<file path="src/logic/wdt_defines.svh">
// Register offsets, field positions and reset values of the two-stage watchdog
`ifndef WDT_DEFINES_SVH
`define WDT_DEFINES_SVH

// ****************************************************************
// Register offsets (byte addresses)
// ****************************************************************
`define WDT_LOAD_OFS 8'h00
`define WDT_VALUE_OFS 8'h04
`define WDT_CTL_OFS 8'h08
`define WDT_ICR_OFS 8'h0c
`define WDT_RIS_OFS 8'h10
`define WDT_MIS_OFS 8'h14
`define WDT_LOCK_OFS 8'h18
`define WDT_INTEN_OFS 8'h1c

// ****************************************************************
// Control field positions
// ****************************************************************
`define WDT_CTL_EN_BIT 0
`define WDT_CTL_RESEN_BIT 1
`define WDT_CTL_STALL_BIT 2

// ****************************************************************
// Reset values and keys
// ****************************************************************
`define WDT_LOAD_RST 32'hffffffff
`define WDT_UNLOCK_KEY 32'h1acce551

`endif

</file>
<file path="src/logic/wdt_pkg.sv">
// Types shared by the watchdog design files
package wdt_pkg;
	typedef logic [7:0] addr_t;
	typedef logic [31:0] word_t;
	typedef enum logic [2:0] {
		ST_IDLE = 3'b001,
		ST_FIRST = 3'b010,
		ST_SECOND = 3'b100
	} wdt_state_t;
endpackage

</file>
<file path="src/logic/wdt_counter.sv">
// Loadable 32-bit down counter with zero detection
`timescale 1ns/1ps
module wdt_counter #(
	parameter int WIDTH = 32
) (
	input wire logic clk,
	input wire logic arst_n,
	input wire logic load,
	input wire logic [WIDTH-1:0] load_val,
	input wire logic dec,
	output logic [WIDTH-1:0] count,
	output logic at_zero
);
	// Load has priority; decrement stops at zero
	always_ff @(posedge clk or negedge arst_n) begin
		if (!arst_n) begin
			count <= '1;
		end else if (load) begin
			count <= load_val;
		end else if (dec && count != '0) begin
			count <= count - 1'b1;
		end
	end

	assign at_zero = (count == '0);
endmodule

</file>
<file path="src/logic/wdt_top.sv">
// Two-stage watchdog: register port, timeout state machine, interrupt and reset
`timescale 1ns/1ps
`include "wdt_defines.svh"
module wdt_top (
	clk,
	arst_n,
	addr,
	wdata,
	wr_en,
	rd_en,
	rdata,
	dbg_halt,
	irq,
	sys_rst
);
	input wire logic clk;
	input wire logic arst_n;
	input wire wdt_pkg::addr_t addr;
	input wire wdt_pkg::word_t wdata;
	input wire logic wr_en;
	input wire logic rd_en;
	output wdt_pkg::word_t rdata;
	input wire logic dbg_halt;
	output logic irq;
	output logic sys_rst;
	import wdt_pkg::*;

	// ****************************************************************
	// Storage
	// ****************************************************************
	word_t load_reg;
	logic en_reg;
	logic resen_reg;
	logic stall_reg;
	logic lock_reg;
	logic inten_reg;
	logic ris_reg;
	logic irq_reg;
	logic rst_reg;
	word_t rdata_reg;
	wdt_state_t state_reg;
	wdt_state_t state_next;
	logic halt_s1_reg;
	logic halt_s2_reg;
	word_t count;
	logic at_zero;

	// ****************************************************************
	// Address decode
	// ****************************************************************
	// Register select, shared by the write decode and the read mux
	function automatic logic addr_hit(input addr_t a, input addr_t ofs);
		return a == ofs;
	endfunction

	wire logic wr_load = wr_en && addr_hit(addr, `WDT_LOAD_OFS);
	wire logic wr_ctl = wr_en && addr_hit(addr, `WDT_CTL_OFS);
	wire logic wr_icr = wr_en && addr_hit(addr, `WDT_ICR_OFS);
	wire logic wr_lock = wr_en && addr_hit(addr, `WDT_LOCK_OFS);
	wire logic wr_inten = wr_en && addr_hit(addr, `WDT_INTEN_OFS);
	wire logic cfg_ok = !lock_reg;
	wire logic load_wr_ok = wr_load && cfg_ok;
	wire logic ctl_wr_ok = wr_ctl && cfg_ok;
	wire logic inten_wr_ok = wr_inten && cfg_ok;
	// enabling the counter arms the interrupt
	wire logic en_new = ctl_wr_ok && wdata[`WDT_CTL_EN_BIT];
	wire logic en_eff = en_reg || en_new;
	wire logic mis = ris_reg && inten_reg;

	// ****************************************************************
	// Debug halt synchroniser
	// ****************************************************************
	// Halt comes from the debug logic, outside our timing
	always_ff @(posedge clk or negedge arst_n) begin
		if (!arst_n) begin
			halt_s1_reg <= 1'b0;
			halt_s2_reg <= 1'b0;
		end else begin
			halt_s1_reg <= dbg_halt;
			halt_s2_reg <= halt_s1_reg;
		end
	end

	// ****************************************************************
	// Counter
	// ****************************************************************
	// stall the count while the debugger halts the core
	wire logic stalled = stall_reg && halt_s2_reg;
	// counting runs only while enabled and not stalled
	wire logic cnt_dec = en_reg && !stalled;
	// Timeout event when the running counter sits at zero
	wire logic timeout = cnt_dec && at_zero;
	// a new load value is taken immediately
	wire logic cnt_load = load_wr_ok || timeout || wr_icr;
	wire word_t cnt_val = load_wr_ok ? wdata : load_reg;

	wdt_counter #(
		.WIDTH(32)
	) u_counter (
		.clk(clk),
		.arst_n(arst_n),
		.load(cnt_load),
		.load_val(cnt_val),
		.dec(cnt_dec),
		.count(count),
		.at_zero(at_zero)
	);

	// ****************************************************************
	// Timeout state machine
	// ****************************************************************
	// first timeout raises the interrupt
	// zero load value raises the interrupt at once
	wire logic zero_load = load_wr_ok && wdata == 32'h00000000;
	wire logic first_evt = (timeout && !ris_reg) || (zero_load && en_eff);
	// second zero while the second stage is armed and reset enabled
	// The second stage is entered with the status bit and left only by a clear,
	// so it stands for a first timeout that software has not yet answered
	wire logic second_stage = (state_reg == ST_SECOND);
	wire logic second_evt = timeout && second_stage && resen_reg;

	always_comb begin
		state_next = state_reg;
		case (state_reg)
			ST_IDLE: begin
				if (first_evt) begin
					state_next = ST_SECOND;
				end else if (en_new) begin
					state_next = ST_FIRST;
				end
			end
			ST_FIRST: begin
				if (first_evt) begin
					state_next = ST_SECOND;
				end
			end
			ST_SECOND: begin
				// cleared in time means back to first stage
				// Mirrors the status flag: a same-cycle event keeps the stage
				if (wr_icr && !first_evt) begin
					state_next = ST_FIRST;
				end
			end
			default: begin
				state_next = ST_IDLE;
			end
		endcase
	end

	always_ff @(posedge clk or negedge arst_n) begin
		if (!arst_n) begin
			state_reg <= ST_IDLE;
		end else begin
			state_reg <= state_next;
		end
	end

	// ****************************************************************
	// Configuration registers
	// ****************************************************************
	// load value stored and readable
	always_ff @(posedge clk or negedge arst_n) begin
		if (!arst_n) begin
			load_reg <= `WDT_LOAD_RST;
		end else if (load_wr_ok) begin
			load_reg <= wdata;
		end
	end

	// reset enable and stall controls; enable is sticky until reset
	always_ff @(posedge clk or negedge arst_n) begin
		if (!arst_n) begin
			en_reg <= 1'b0;
			resen_reg <= 1'b0;
			stall_reg <= 1'b0;
		end else if (ctl_wr_ok) begin
			en_reg <= en_reg | wdata[`WDT_CTL_EN_BIT];
			resen_reg <= wdata[`WDT_CTL_RESEN_BIT];
			stall_reg <= wdata[`WDT_CTL_STALL_BIT];
		end
	end

	// interrupt enable set by enable or its own register
	always_ff @(posedge clk or negedge arst_n) begin
		if (!arst_n) begin
			inten_reg <= 1'b0;
		end else if (en_new || (inten_wr_ok && wdata[0])) begin
			inten_reg <= 1'b1;
		end
	end

	// unlock key opens, any other value locks
	always_ff @(posedge clk or negedge arst_n) begin
		if (!arst_n) begin
			lock_reg <= 1'b0;
		end else if (wr_lock) begin
			lock_reg <= (wdata != `WDT_UNLOCK_KEY);
		end
	end

	// ****************************************************************
	// Interrupt status and outputs
	// ****************************************************************
	// clear drops the source; a same-cycle event wins
	always_ff @(posedge clk or negedge arst_n) begin
		if (!arst_n) begin
			ris_reg <= 1'b0;
		end else if (first_evt) begin
			ris_reg <= 1'b1;
		end else if (wr_icr) begin
			ris_reg <= 1'b0;
		end
	end

	// Output flops: interrupt follows masked status, reset is sticky
	always_ff @(posedge clk or negedge arst_n) begin
		if (!arst_n) begin
			irq_reg <= 1'b0;
			rst_reg <= 1'b0;
		end else begin
			irq_reg <= mis;
			rst_reg <= rst_reg | second_evt;
		end
	end

	assign irq = irq_reg;
	assign sys_rst = rst_reg;

	// ****************************************************************
	// Read port
	// ****************************************************************
	// lock reads one while locked
	wire word_t rd_mux =
		addr_hit(addr, `WDT_LOAD_OFS) ? load_reg :
		addr_hit(addr, `WDT_VALUE_OFS) ? count :
		addr_hit(addr, `WDT_CTL_OFS) ? {29'h0, stall_reg, resen_reg, en_reg} :
		addr_hit(addr, `WDT_RIS_OFS) ? {31'h0, ris_reg} :
		addr_hit(addr, `WDT_MIS_OFS) ? {31'h0, mis} :
		addr_hit(addr, `WDT_LOCK_OFS) ? {31'h0, lock_reg} :
		addr_hit(addr, `WDT_INTEN_OFS) ? {31'h0, inten_reg} : 32'h00000000;

	// Read data stands only in the cycle after the strobe
	always_ff @(posedge clk or negedge arst_n) begin
		if (!arst_n) begin
			rdata_reg <= 32'h00000000;
		end else if (rd_en) begin
			rdata_reg <= rd_mux;
		end else begin
			rdata_reg <= 32'h00000000;
		end
	end

	assign rdata = rdata_reg;

	// ****************************************************************
	// Checks
	// ****************************************************************
	a_lock_blocks_load: assert property (@(posedge clk) disable iff (!arst_n)
		(wr_load && lock_reg) |=> load_reg == $past(load_reg))
		else $error("load changed while locked");

	a_first_sets_ris: assert property (@(posedge clk) disable iff (!arst_n)
		(timeout && !ris_reg) |=> ris_reg)
		else $error("first timeout did not set status");

	a_enable_arms_int: assert property (@(posedge clk) disable iff (!arst_n)
		en_new |=> inten_reg && en_reg)
		else $error("enable did not arm interrupt");

	a_reload_after_zero: assert property (@(posedge clk) disable iff (!arst_n)
		(timeout && !load_wr_ok) |=> count == $past(load_reg))
		else $error("counter not reloaded");

	a_second_resets: assert property (@(posedge clk) disable iff (!arst_n)
		(timeout && ris_reg && resen_reg) |=> ##1 sys_rst)
		else $error("second timeout gave no reset");

	a_no_reset_disabled: assert property (@(posedge clk) disable iff (!arst_n)
		(!resen_reg && !sys_rst) |=> ##1 !sys_rst || $past(resen_reg))
		else $error("reset without enable");

	a_load_immediate: assert property (@(posedge clk) disable iff (!arst_n)
		load_wr_ok |=> count == $past(wdata))
		else $error("load write not taken");

	a_clear_drops_irq: assert property (@(posedge clk) disable iff (!arst_n)
		(wr_icr && !first_evt) |=> !ris_reg ##1 !irq)
		else $error("clear did not drop interrupt");

	a_zero_load_irq: assert property (@(posedge clk) disable iff (!arst_n)
		(zero_load && en_eff) |=> ris_reg)
		else $error("zero load gave no interrupt");

	a_stall_holds: assert property (@(posedge clk) disable iff (!arst_n)
		(stalled && !cnt_load) |=> count == $past(count))
		else $error("counter moved while stalled");

	a_unlock_opens: assert property (@(posedge clk) disable iff (!arst_n)
		(wr_lock && wdata == `WDT_UNLOCK_KEY) |=> !lock_reg)
		else $error("unlock failed");

	// ****************************************************************
	// Stage, status, reload, lock and output checks
	// ****************************************************************
	// Stage register and status flag must never drift apart
	a_stage_tracks_status: assert property (@(posedge clk) disable iff (!arst_n)
		second_stage == ris_reg)
		else $error("timeout stage and status disagree");

	// Exactly one stage at a time
	a_state_one_hot: assert property (@(posedge clk) disable iff (!arst_n)
		$onehot(state_reg))
		else $error("timeout state not one-hot");

	// A clear restarts the count from the stored value
	a_clear_reloads: assert property (@(posedge clk) disable iff (!arst_n)
		wr_icr |=> count == $past(load_reg))
		else $error("clear did not reload counter");

	// Control bits hold while locked
	a_locked_ctl_holds: assert property (@(posedge clk) disable iff (!arst_n)
		(wr_ctl && lock_reg) |=> en_reg == $past(en_reg) &&
			resen_reg == $past(resen_reg) && stall_reg == $past(stall_reg))
		else $error("control changed while locked");

	// Interrupt output only from an enabled, set status
	a_irq_needs_status: assert property (@(posedge clk) disable iff (!arst_n)
		irq |-> $past(ris_reg) && $past(inten_reg))
		else $error("interrupt without masked status");

	// An enabled, set status reaches the output one cycle later
	a_irq_follows_status: assert property (@(posedge clk) disable iff (!arst_n)
		(ris_reg && inten_reg) |=> irq)
		else $error("masked status did not raise interrupt");

	// Read data is zero outside the cycle after a read strobe
	a_read_data_idle: assert property (@(posedge clk) disable iff (!arst_n)
		!rd_en |=> rdata == 32'h00000000)
		else $error("read data outside read cycle");
endmodule

</file>
<file path="config.mk">
export PLATFORM = sky130hd
export DESIGN_NAME = wdt_top
export DESIGN_NICKNAME = d
export VERILOG_FILES = /design/src/logic/wdt_pkg.sv /design/src/logic/wdt_counter.sv /design/src/logic/wdt_top.sv
export VERILOG_INCLUDE_DIRS = /design/src /design/src/logic
export SDC_FILE = /design/constraint.sdc
export NUM_CORES = 1
export LEC_CHECK = 0
export BUFFER_PORTS_ARGS = -buffer_cell sky130_fd_sc_hd__buf_4
export CORE_MARGIN = 1
export CORE_UTILIZATION = 30
export DETAILED_ROUTE_END_ITERATION = 6
export PLACE_DENSITY_LB_ADDON = 0.08
export SLEW_MARGIN = 25
export SYNTH_ARGS = -nofsm -noshare
export SYNTH_HDL_FRONTEND = slang
export SYNTH_SLANG_ARGS = --single-unit
</file>
<file path="constraint.sdc">
create_clock -name clk -period 6.1 [get_ports clk]
set_input_delay 0.915 -clock clk [delete_from_list [all_inputs] [get_ports clk]]
set_output_delay 0.915 -clock clk [all_outputs]
set_load 0.01 [all_outputs]
</file>
==> flow_summary_export.csv, run 1 <==
group,metric,value,unit
status,outcome,"complete, but fails checks",
status,violations,"design-rule violations",
sta,timing.fmax,314,MHz
synth,yosysMostFrequentCell,"dfstp_2",
critical_path,critPathRequiredTime,6.39,ns
synth,avgSynthCellArea,10.0,sq um
clock_tree,clkLatencyLatePin,0.37,ns
sta,finClkSkew,0.0126,ns
sta,finalWorstSetupSlack,2.92,ns
die,ioPinCount,79,
critical_path,worstPathMaxFanout,25,
drt,dr_total_vias,4674,
critical_path,crit_chain,"or4_1 > nor4b_2 > a41oi_2 > buf_4 > a31o_2 > a22oi_1",
synth,yosys.area.top_type,"dfstp_2",
die,start_util,30.7,%
die,fp-row-count,49,
placed_design,port_buffers,78,
grt,antenna_found_initial,0,
critical_path,ff2ff_path_depth,6,
grt,grt_start_max_net_pins,59,
clock_tree,holdBufCountCts,0,
worst_hold_path,whs_path_depth,0,
clock_tree,cts.sinks,109,
placed_design,dp.final_hpwl,11400,um
grt,grt_use_total,17.9,%
run,cap_viol_max_count,0,
clock_tree,cts_buffers,9,
clock_tree,h-tree-depth,3,
power,vdd_drop_max,0.000155,V
synth,synthFlopType,"dfstp_2",
worst_hold_path,hold_end,"halt_s2_reg",
layout,final_nets,666,
critical_path,r2r-end,"u_counter.count[22]",
clock_tree,cts_repair_resize_count,0,
synth,synth.area.top_cells,"dfstp_2 31%, dfrtp_1 20%, mux2_2 7.1%",
synth,yosysSeqAreaShare,50.6,%
power,leakage,2.76,nW
drt,wl_per_cell,19.3,um
drt,first_pass_iters,7,
die,core,18100,sq um
sta,worst_pin_slew,0.953,ns
clock_tree,clk_path_buf_depth,2,
layout,layout-drive-gt1-share,35.1,%
synth,synth.top_cell.area_share,30.7,%
critical_path,criticalPathCategory,"flip-flop to flip-flop",
grt,grt_first_pass_wirelength,26300,um
critical_path,r2r_slack,2.92,ns
sta,rsz0062_at_grt,"no",
drt,routed_via_density,5.48,
synth,synth_cells,553,
drt,drc,6,
synth,synth_top_cells_by_count,"65 x dfstp_2, 46 x a21oi_1, 44 x dfrtp_1",
critical_path,path_delay_family,"simple AND/OR/NAND/NOR gates",
synth,synth_seq_cells,109,
sta,fin_hold_ws,0.350,ns
clock_tree,cts_tree,"done",
drt,highest_layer,"met4",
placed_design,dp_slack,2.70,ns
drt,wl_met3,500,um
clock_tree,clk_pin_slew,0.08,ns
die,chipWidth,138,um
critical_path,startpoint_type,"flip-flop",
clock_tree,cts_setup_buffers,0,
die,die_h,138,um
critical_path,r2r_start,"u_counter.count[18]",
layout,syn2layout_area_growth,20.3,%
synth,netlist_area,5560,sq um
synth,async_flop_share,100,%
sta,hold_viol,0,
critical_path,slowest_stage,"or4_1",
worst_hold_path,hold_path_class,"flip-flop to flip-flop",
grt,grt_pass1_vias,4625,
sta,fin_crit_sh,52.2,%
critical_path,worst_ep_arrival_time,3.48,ns
drt,drt-initial-drc-count,363,
drt,met2_length,7850,um
synth,synth.distinct_cells,59,
critical_path,critPathBufInv,1,
synth,syn-num-nets,600,
worst_hold_path,holdCritStartpoint,"halt_s1_reg",
sta,fin_tns_setup,0,ns
layout,final_util,36.9,%
sta,maxSlewHeadroom,36.5,%
sta,setup_viol,0,
sta,slew_viol_final,0,
drt,drtAntennaViolNets,0,
drt,wirelength,16500,um
clock_tree,cts-root-buf,"clkbuf_16",
synth,ys_warn_count,0,
sta,period_minus_slack,3.18,ns
grt,overflow,0,
die,die-area,19100,sq um
critical_path,cp_slowest_stage_delay,0.68,ns
synth,synth_edf_count,0,
drt,m1WireLength,7640,um
layout,antenna_cells,0,
critical_path,endpoint_kind,"flip-flop",
placed_design,gp_congestion,0.813,
power,p_per_area,280,nW/um^2
[final cells by class]
type                            instances  area [sq um]
Inverter                               14          52.6
Tap cell                              229           287
Sequential cell                       109          2810
Fill cell                            1816         11400
Clock buffer                           10           239
Clock inverter                          6          71.3
Timing Repair Buffer                   86           646
Multi-Input combinational cell        399          2580
[per-layer routing]
metal	global-route usage (%)	vias up
met5	0	-
met4	7.92	0
met3	2.91	26
met2	28.7	107
met1	24.0	2347
li1	-	2194
[how the worst max path moves through the flow]
| stage | start | endpoint | slack, ns | cells after the start |
|---|---|---|---|---|
| after floorplan | addr[4] | u_counter.count[6] | 3.43 | 7 |
| after global placement | addr[4] | u_counter.count[14] | 2.45 | 7 |
| after detailed placement | addr[4] | u_counter.count[14] | 2.70 | 7 |
| after CTS | u_counter.count[18] | u_counter.count[22] | 2.94 | 6 |
| after global routing | u_counter.count[18] | u_counter.count[29] | 2.79 | 7 |
| final | u_counter.count[18] | u_counter.count[22] | 2.92 | 6 |
[cell families (layout without fill, tap and decap cells)]
logic type / count (synthesis) / count (layout) / share of synthesized area [%]
AO/OA/AOI/OAI: 162 / 162 / 19.0
adder cells (fa/ha/maj): 2 / 2 / 0.450
buffers and inverters: 45 / 116 / 3.31
flip-flops: 109 / 109 / 50.6
multiplexers: 35 / 35 / 7.09
AND/OR/NAND/NOR: 200 / 200 / 19.6
[worst reg2reg max path, cell delays in order (launching register included)]
cell     delay (ns)
dfstp_2        0.39
or4_1          0.68
nor4b_2        0.59
a41oi_2        0.61
buf_4          0.45
a31o_2         0.26
a22oi_1        0.14
[stage by stage]
stage / power [mW] / instances / cell area (sq um)
floorplan: 1.12 / 553 / 5560
global placement: 1.25 / 837 / 6370
detailed placement: 1.25 / 837 / 6370
CTS: 1.89 / 853 / 6680
global route: 1.97 / 853 / 6680
finish: 1.87 / 853 / 6680
[where the power goes]
| group | internal [mW] | leakage, nW | total [mW] | switching, mW |
|---|---|---|---|---|
| sequential | 0.852 | 1.27 | 0.956 | 0.104 |
| combinational | 0.117 | 1.34 | 0.290 | 0.173 |
| clock | 0.333 | 0.145 | 0.625 | 0.292 |
[cell usage in the layout (no fill, tap or decap), types with 6 or more instances in the layout]
master / Yosys / routed
a21oi_1: 46 / 46
a22oi_1: 34 / 34
buf_4: 1 / 86
clkbuf_16: 0 / 9
dfrtp_1: 44 / 44
dfstp_2: 65 / 65
inv_1: 14 / 14
mux2_2: 35 / 35
nand2_1: 31 / 31
nand3_1: 18 / 18
nand4_1: 13 / 13
nor2_1: 32 / 32
nor2b_1: 31 / 31
nor3_1: 20 / 19
nor4_1: 17 / 17
o21ai_0: 12 / 12
o21ai_1: 31 / 31
o22ai_1: 6 / 6
or3_1: 11 / 11
(Power assumes the default switching activity.)
==> inputs of run 2 (changes only) <==
- clock period: 6.1 -> 3.2 ns (I/O delays scaled with it)
==> run 2 against run 1 <==
  * Global-route usage rose by 0.26 points
  * Clock power grew 73%
  * Routed wire length grew 1.7%
  * The run still ends with design-rule violations left
  * Largest power group unchanged
  * First-iteration DRC count down 6.6%
  * Core utilization up 0.56 points
  * Critical path depth unchanged
  * Count of clock-buffer cells in the layout increased by 3
  * Maximum frequency is 12% higher
  * Sequential share of layout area shrank 0.63 points
  * Sequential power increased by 90%
  * Clock skew decreased by 0.0080 ns
==> flow_summary_export.csv, run 2 (synthesis results as in run 1) <==
group,metric,value,unit
drt,drc,5,
placed_design,port_buffers,78,
clock_tree,h-tree-depth,3,
critical_path,r2r_slack,0.37,ns
sta,slew_viol_final,0,
power,p_switching,1.07,mW
die,start_util,30.7,%
die,ioPinCount,79,
critical_path,r2r-end,"u_counter.count[24]",
placed_design,placed_cell_area,6500,sq um
power,pwr-share-seq,52.0,%
power,total_power,3.50,mW
power,vdd_drop_max,0.000271,V
placed_design,gp_congestion,0.836,
clock_tree,cts_setup_buffers,0,
power,combPwrFrac,17.1,%
placed_design,dp.cells,853,
critical_path,endpoint_kind,"flip-flop",
drt,first_pass_iters,7,
critical_path,startpoint_type,"flip-flop",
critical_path,cp_slowest_stage_delay,0.66,ns
drt,dr_total_vias,4684,
sta,period_minus_slack,2.83,ns
power,p_per_area,516,nW/um^2
sta,setup_viol,0,
grt,grt_start_max_net_pins,60,
die,die-area,19100,sq um
sta,timing.fmax,353,MHz
sta,maxSlewHeadroom,57.8,%
layout,finish.instance_area,6780,sq um
drt,drtAntennaViolNets,0,
layout,antenna_cells,0,
critical_path,ff2ff_path_depth,6,
grt,grt_pass1_vias,4659,
sta,fin_tns_setup,0,ns
die,core,18100,sq um
layout,register_area,2810,sq um
die,chipWidth,138,um
clock_tree,clk_path_buf_depth,2,
power,sw_frac_of_total,30.6,%
worst_hold_path,whs_path_depth,1,
placed_design,dp.final_hpwl,11800,um
sta,finClkSkew,0.00464,ns
drt,drt-initial-drc-count,339,
die,die_h,138,um
worst_hold_path,hold_end,"halt_s1_reg",
clock_tree,cts.sinks,109,
power,leakage,2.83,nW
grt,overflow,0,
critical_path,criticalPathCategory,"flip-flop to flip-flop",
clock_tree,cts_repair_resize_count,0,
drt,wirelength,16800,um
layout,layout_common_cells,"101 x buf_4, 65 x dfstp_2, 46 x a21oi_1",
grt,grt_first_pass_wirelength,26800,um
critical_path,worstPathMaxFanout,7,
layout,instances_no_fill,870,
status,outcome,"complete, but fails checks",
clock_tree,clkLatencyLatePin,0.36,ns
status,violations,"design-rule violations",
critical_path,critPathRequiredTime,3.49,ns
layout,multi_input_area,2580,sq um
sta,worst_pin_slew,0.628,ns
worst_hold_path,holdCritStartpoint,"dbg_halt",
power,p_int,2.43,mW
drt,wl_per_cell,19.3,um
grt,grt_use_total,18.2,%
layout,final_common_cell,"buf_4",
layout,nFillCells,1817,
drt,routed_via_density,5.38,
clock_tree,cts-root-buf,"clkbuf_16",
critical_path,r2r_start,"u_counter.count[18]",
die,fp-row-count,49,
layout,final_nets,683,
run,cap_viol_max_count,0,
critical_path,slowest_stage,"o41ai_2",
clock_tree,cts_tree,"done",
critical_path,crit_chain,"or4_1 > or4b_4 > o41ai_2 > or4b_2 > o21ai_1 > a21oi_1",
grt,antenna_found_initial,0,
layout,layout-drive-gt1-share,36.0,%
clock_tree,cts_buffers,9,
worst_hold_path,hold_path_class,"input port to flip-flop",
sta,hold_viol,0,
layout,syn2layout_area_growth,22.1,%
sta,rsz0062_at_grt,"no",
sta,fin_crit_sh,88.5,%
clock_tree,clk_pin_slew,0.07,ns
critical_path,worst_ep_arrival_time,3.12,ns
power,power.share.clock,30.8,%
## run 2: how the worst max path moves through the flow
stage,from,to,cells after the start
2_1_floorplan,u_counter.count[15],u_counter.count[30],8
3_3_place_gp,u_counter.count[18],u_counter.count[24],6
3_5_place_dp,u_counter.count[18],u_counter.count[24],6
4_1_cts,u_counter.count[18],u_counter.count[24],6
5_1_grt,u_counter.count[18],u_counter.count[24],6
6_report,u_counter.count[18],u_counter.count[24],6
## run 2: layer usage
metal	GRT usage, %	part of all wire [%]
met5	0	0
met4	5.62	1.7
met3	3.78	3.8
met2	29.2	47
met1	24.7	48
## run 2: area by class of cell
cell class,instances,area share (%)
Clock buffer,13,3.69
Tap cell,229,4.22
Multi-Input combinational cell,399,38.0
Clock inverter,3,0.314
Timing Repair Buffer,103,11.6
Inverter,14,0.775
Sequential cell,109,41.4
## run 2: timing repair
action                                 CTS  global route
setup endpoints to repair                0             0
hold buffers                             1             0
endpoints found under the hold margin   13             0
## run 2: power groups by stage
stage | logic [mW] | clock network [mW] | registers (mW)
after detailed placement | 0.597 | 0 | 1.84
after floorplan | 0.394 | 0 | 1.75
final | 0.598 | 1.08 | 1.82
after global routing | 0.674 | 1.17 | 1.85
after global placement | 0.589 | 0 | 1.84
after CTS | 0.602 | 1.12 | 1.82
## run 2: stage by stage
step                      hold slack, ns  setup slack [ns]  util, %
final                              0.228             0.369     37.5
after global routing               0.218             0.230     37.5
after CTS                          0.216             0.342     37.5
after detailed placement           0.340             0.374     36.0
after global placement             0.342             0.448     36.0
after floorplan                    0.184             0.630        -
## run 2: critical path, delay by kind of cell, from the launching register on
family	cells	cell delay [ns]
AO/OA/AOI/OAI	3	0.88
flip-flops	1	0.38
AND/OR/NAND/NOR	3	1.50
==> inputs of run 3 (changes only) <==
==> constraint.sdc (replaced) <==
create_clock -name clk -period 3 [get_ports clk]
set_input_delay 0.6 -clock clk [delete_from_list [all_inputs] [get_ports clk]]
set_output_delay 0.6 -clock clk [all_outputs]
set_load 0.01 [all_outputs]
==> run 3 against run 2 <==
  * The flow still finishes with violations (design-rule violations)
  * Largest cell class unchanged
  * Cell count increased by 0.34%
  * Sequential power rose by 7%
  * Design area up 1.0%
  * Core utilization grew 0.37 points
  * Non-clock buffer count increased by 3
  * Flip-flop and latch count is the same
  * Critical path type unchanged
  * Critical path depth is the same
  * Via count up 0.66%
  * Global-route usage about the same
  * Die area is the same
  * Count of clock-buffer cells in the layout up 2
  * Clock skew grew 0.0092 ns
==> flow_summary_export.csv, run 3 (synthesis results as in run 1) <==
group,metric,value,unit
clock_tree,cts_buffers,9,
power,sw_frac_of_total,29.8,%
sta,rsz0062_at_grt,"no",
critical_path,r2r_start,"u_counter.count[18]",
critical_path,worstPathMaxFanout,16,
drt,drt-initial-drc-count,341,
sta,worst_pin_slew,0.646,ns
layout,final_common_cell,"buf_4",
worst_hold_path,hold_path_class,"input port to asynchronous set/reset pin",
critical_path,endpoint_kind,"flip-flop",
die,die_h,138,um
sta,setup_viol,0,
power,pwr-share-seq,51.1,%
die,ioPinCount,79,
critical_path,worst_ep_arrival_time,2.99,ns
placed_design,dp.cells,857,
drt,dr_total_vias,4715,
layout,antenna_cells,0,
critical_path,critPathRequiredTime,3.29,ns
drt,wirelength,16600,um
layout,syn2layout_area_growth,23.3,%
die,die-area,19100,sq um
sta,fin_tns_setup,0,ns
grt,grt_start_max_net_pins,60,
clock_tree,cts-root-buf,"clkbuf_16",
power,power.share.clock,32.0,%
clock_tree,clk_path_buf_depth,2,
grt,grt_first_pass_wirelength,26800,um
critical_path,startpoint_type,"flip-flop",
sta,timing.fmax,370,MHz
sta,slew_viol_final,0,
layout,instances_no_fill,873,
placed_design,gp_congestion,0.827,
sta,period_minus_slack,2.70,ns
status,violations,"design-rule violations",
clock_tree,clkLatencyLatePin,0.36,ns
drt,wl_per_cell,19.0,um
placed_design,placed_cell_area,6560,sq um
layout,layout-drive-gt1-share,36.5,%
clock_tree,h-tree-depth,3,
sta,fin_crit_sh,90.0,%
drt,first_pass_iters,7,
layout,finish.instance_area,6850,sq um
grt,antenna_found_initial,0,
clock_tree,cts.sinks,109,
critical_path,crit_path_start,"u_counter.count[18]",
die,core,18100,sq um
drt,drc,6,
layout,layout_common_cells,"103 x buf_4, 65 x dfstp_2, 46 x a21oi_1",
status,outcome,"complete, but fails checks",
placed_design,dp.final_hpwl,11700,um
layout,final_nets,686,
clock_tree,cts_repair_resize_count,0,
clock_tree,clk_pin_slew,0.07,ns
power,leakage,2.88,nW
critical_path,criticalPathCategory,"flip-flop to flip-flop",
sta,hold_viol,0,
power,p_per_area,554,nW/um^2
placed_design,port_buffers,78,
clock_tree,cts_tree,"done",
die,fp-row-count,49,
power,vdd_drop_max,0.000291,V
clock_tree,holdBufCountCts,0,
grt,grt_use_total,18.2,%
grt,overflow,0,
power,p_int,2.66,mW
sta,maxSlewHeadroom,56.6,%
grt,grt_pass1_vias,4753,
clock_tree,cts_setup_buffers,0,
run,cap_viol_max_count,0,
layout,nFillCells,1809,
power,combPwrFrac,16.9,%
drt,routed_via_density,5.40,
sta,finClkSkew,0.0139,ns
drt,drtAntennaViolNets,0,
die,chipWidth,138,um
die,start_util,30.7,%
power,p_switching,1.13,mW
run 3: per-stage QoR:
step | utilization, % | setup WS, ns | power [mW] | hold slack, ns
floorplan | - | 0.430 | 2.29 | 0.304
global placement | 36.3 | 0.344 | 2.59 | 0.341
detailed placement | 36.3 | 0.304 | 2.61 | 0.335
CTS | 37.9 | 0.284 | 3.84 | 0.0974
global route | 37.9 | 0.171 | 3.99 | 0.107
finish | 37.9 | 0.300 | 3.79 | 0.0917
run 3: worst paths after layout:
| path | to | slack, ns | depth (start not counted) |
|---|---|---|---|
| max in group asynchronous | u_counter.count[20] | 2.12 | 2 |
| hold / removal | rdata[27] | 0.09 | 1 |
| hold reg to reg | halt_s2_reg | 0.35 | 0 |
| setup / recovery | u_counter.count[29] | 0.30 | 6 |
| min in group clk | halt_s2_reg | 0.35 | 0 |
| setup reg to reg | u_counter.count[29] | 0.30 | 6 |
run 3: area by class of cell:
cell class / count / area, sq um / area share (%)
tap: 229 / 287 / 4.18
sequential: 109 / 2810 / 41.0
multi-input combinational: 399 / 2580 / 37.6
timing repair buffer: 106 / 833 / 12.2
clock buffer: 15 / 289 / 4.22
clock inverter: 1 / 5.00 / 0.0730
inverter: 14 / 52.6 / 0.767
run 3: power by group through the flow:
| stage | registers, mW | clock network, mW | logic [mW] |
|---|---|---|---|
| finish | 1.94 | 1.21 | 0.641 |
| global route | 1.97 | 1.30 | 0.716 |
| floorplan | 1.87 | 0 | 0.420 |
| detailed placement | 1.97 | 0 | 0.643 |
| CTS | 1.94 | 1.25 | 0.646 |
| global placement | 1.96 | 0 | 0.632 |
run 3: routing by layer:
metal,routed length [um],vias to the layer above,share of wire (%),GRT usage [%]
met4,361,0,2.2,7.04
met2,7950,99,48,30.3
li1,-,2235,-,-
met1,7700,2357,46,23.8
met3,609,24,3.7,2.67
met5,0,-,0,0
run 3: worst max-delay path, cell delays in order (launching register included):
cell and delay, ns:
dfstp_2 0.38, or4_1 0.56, or4b_4 0.58, o41a_1 0.68, nand3_1 0.18, o22ai_1 0.07
a21oi_1 0.16
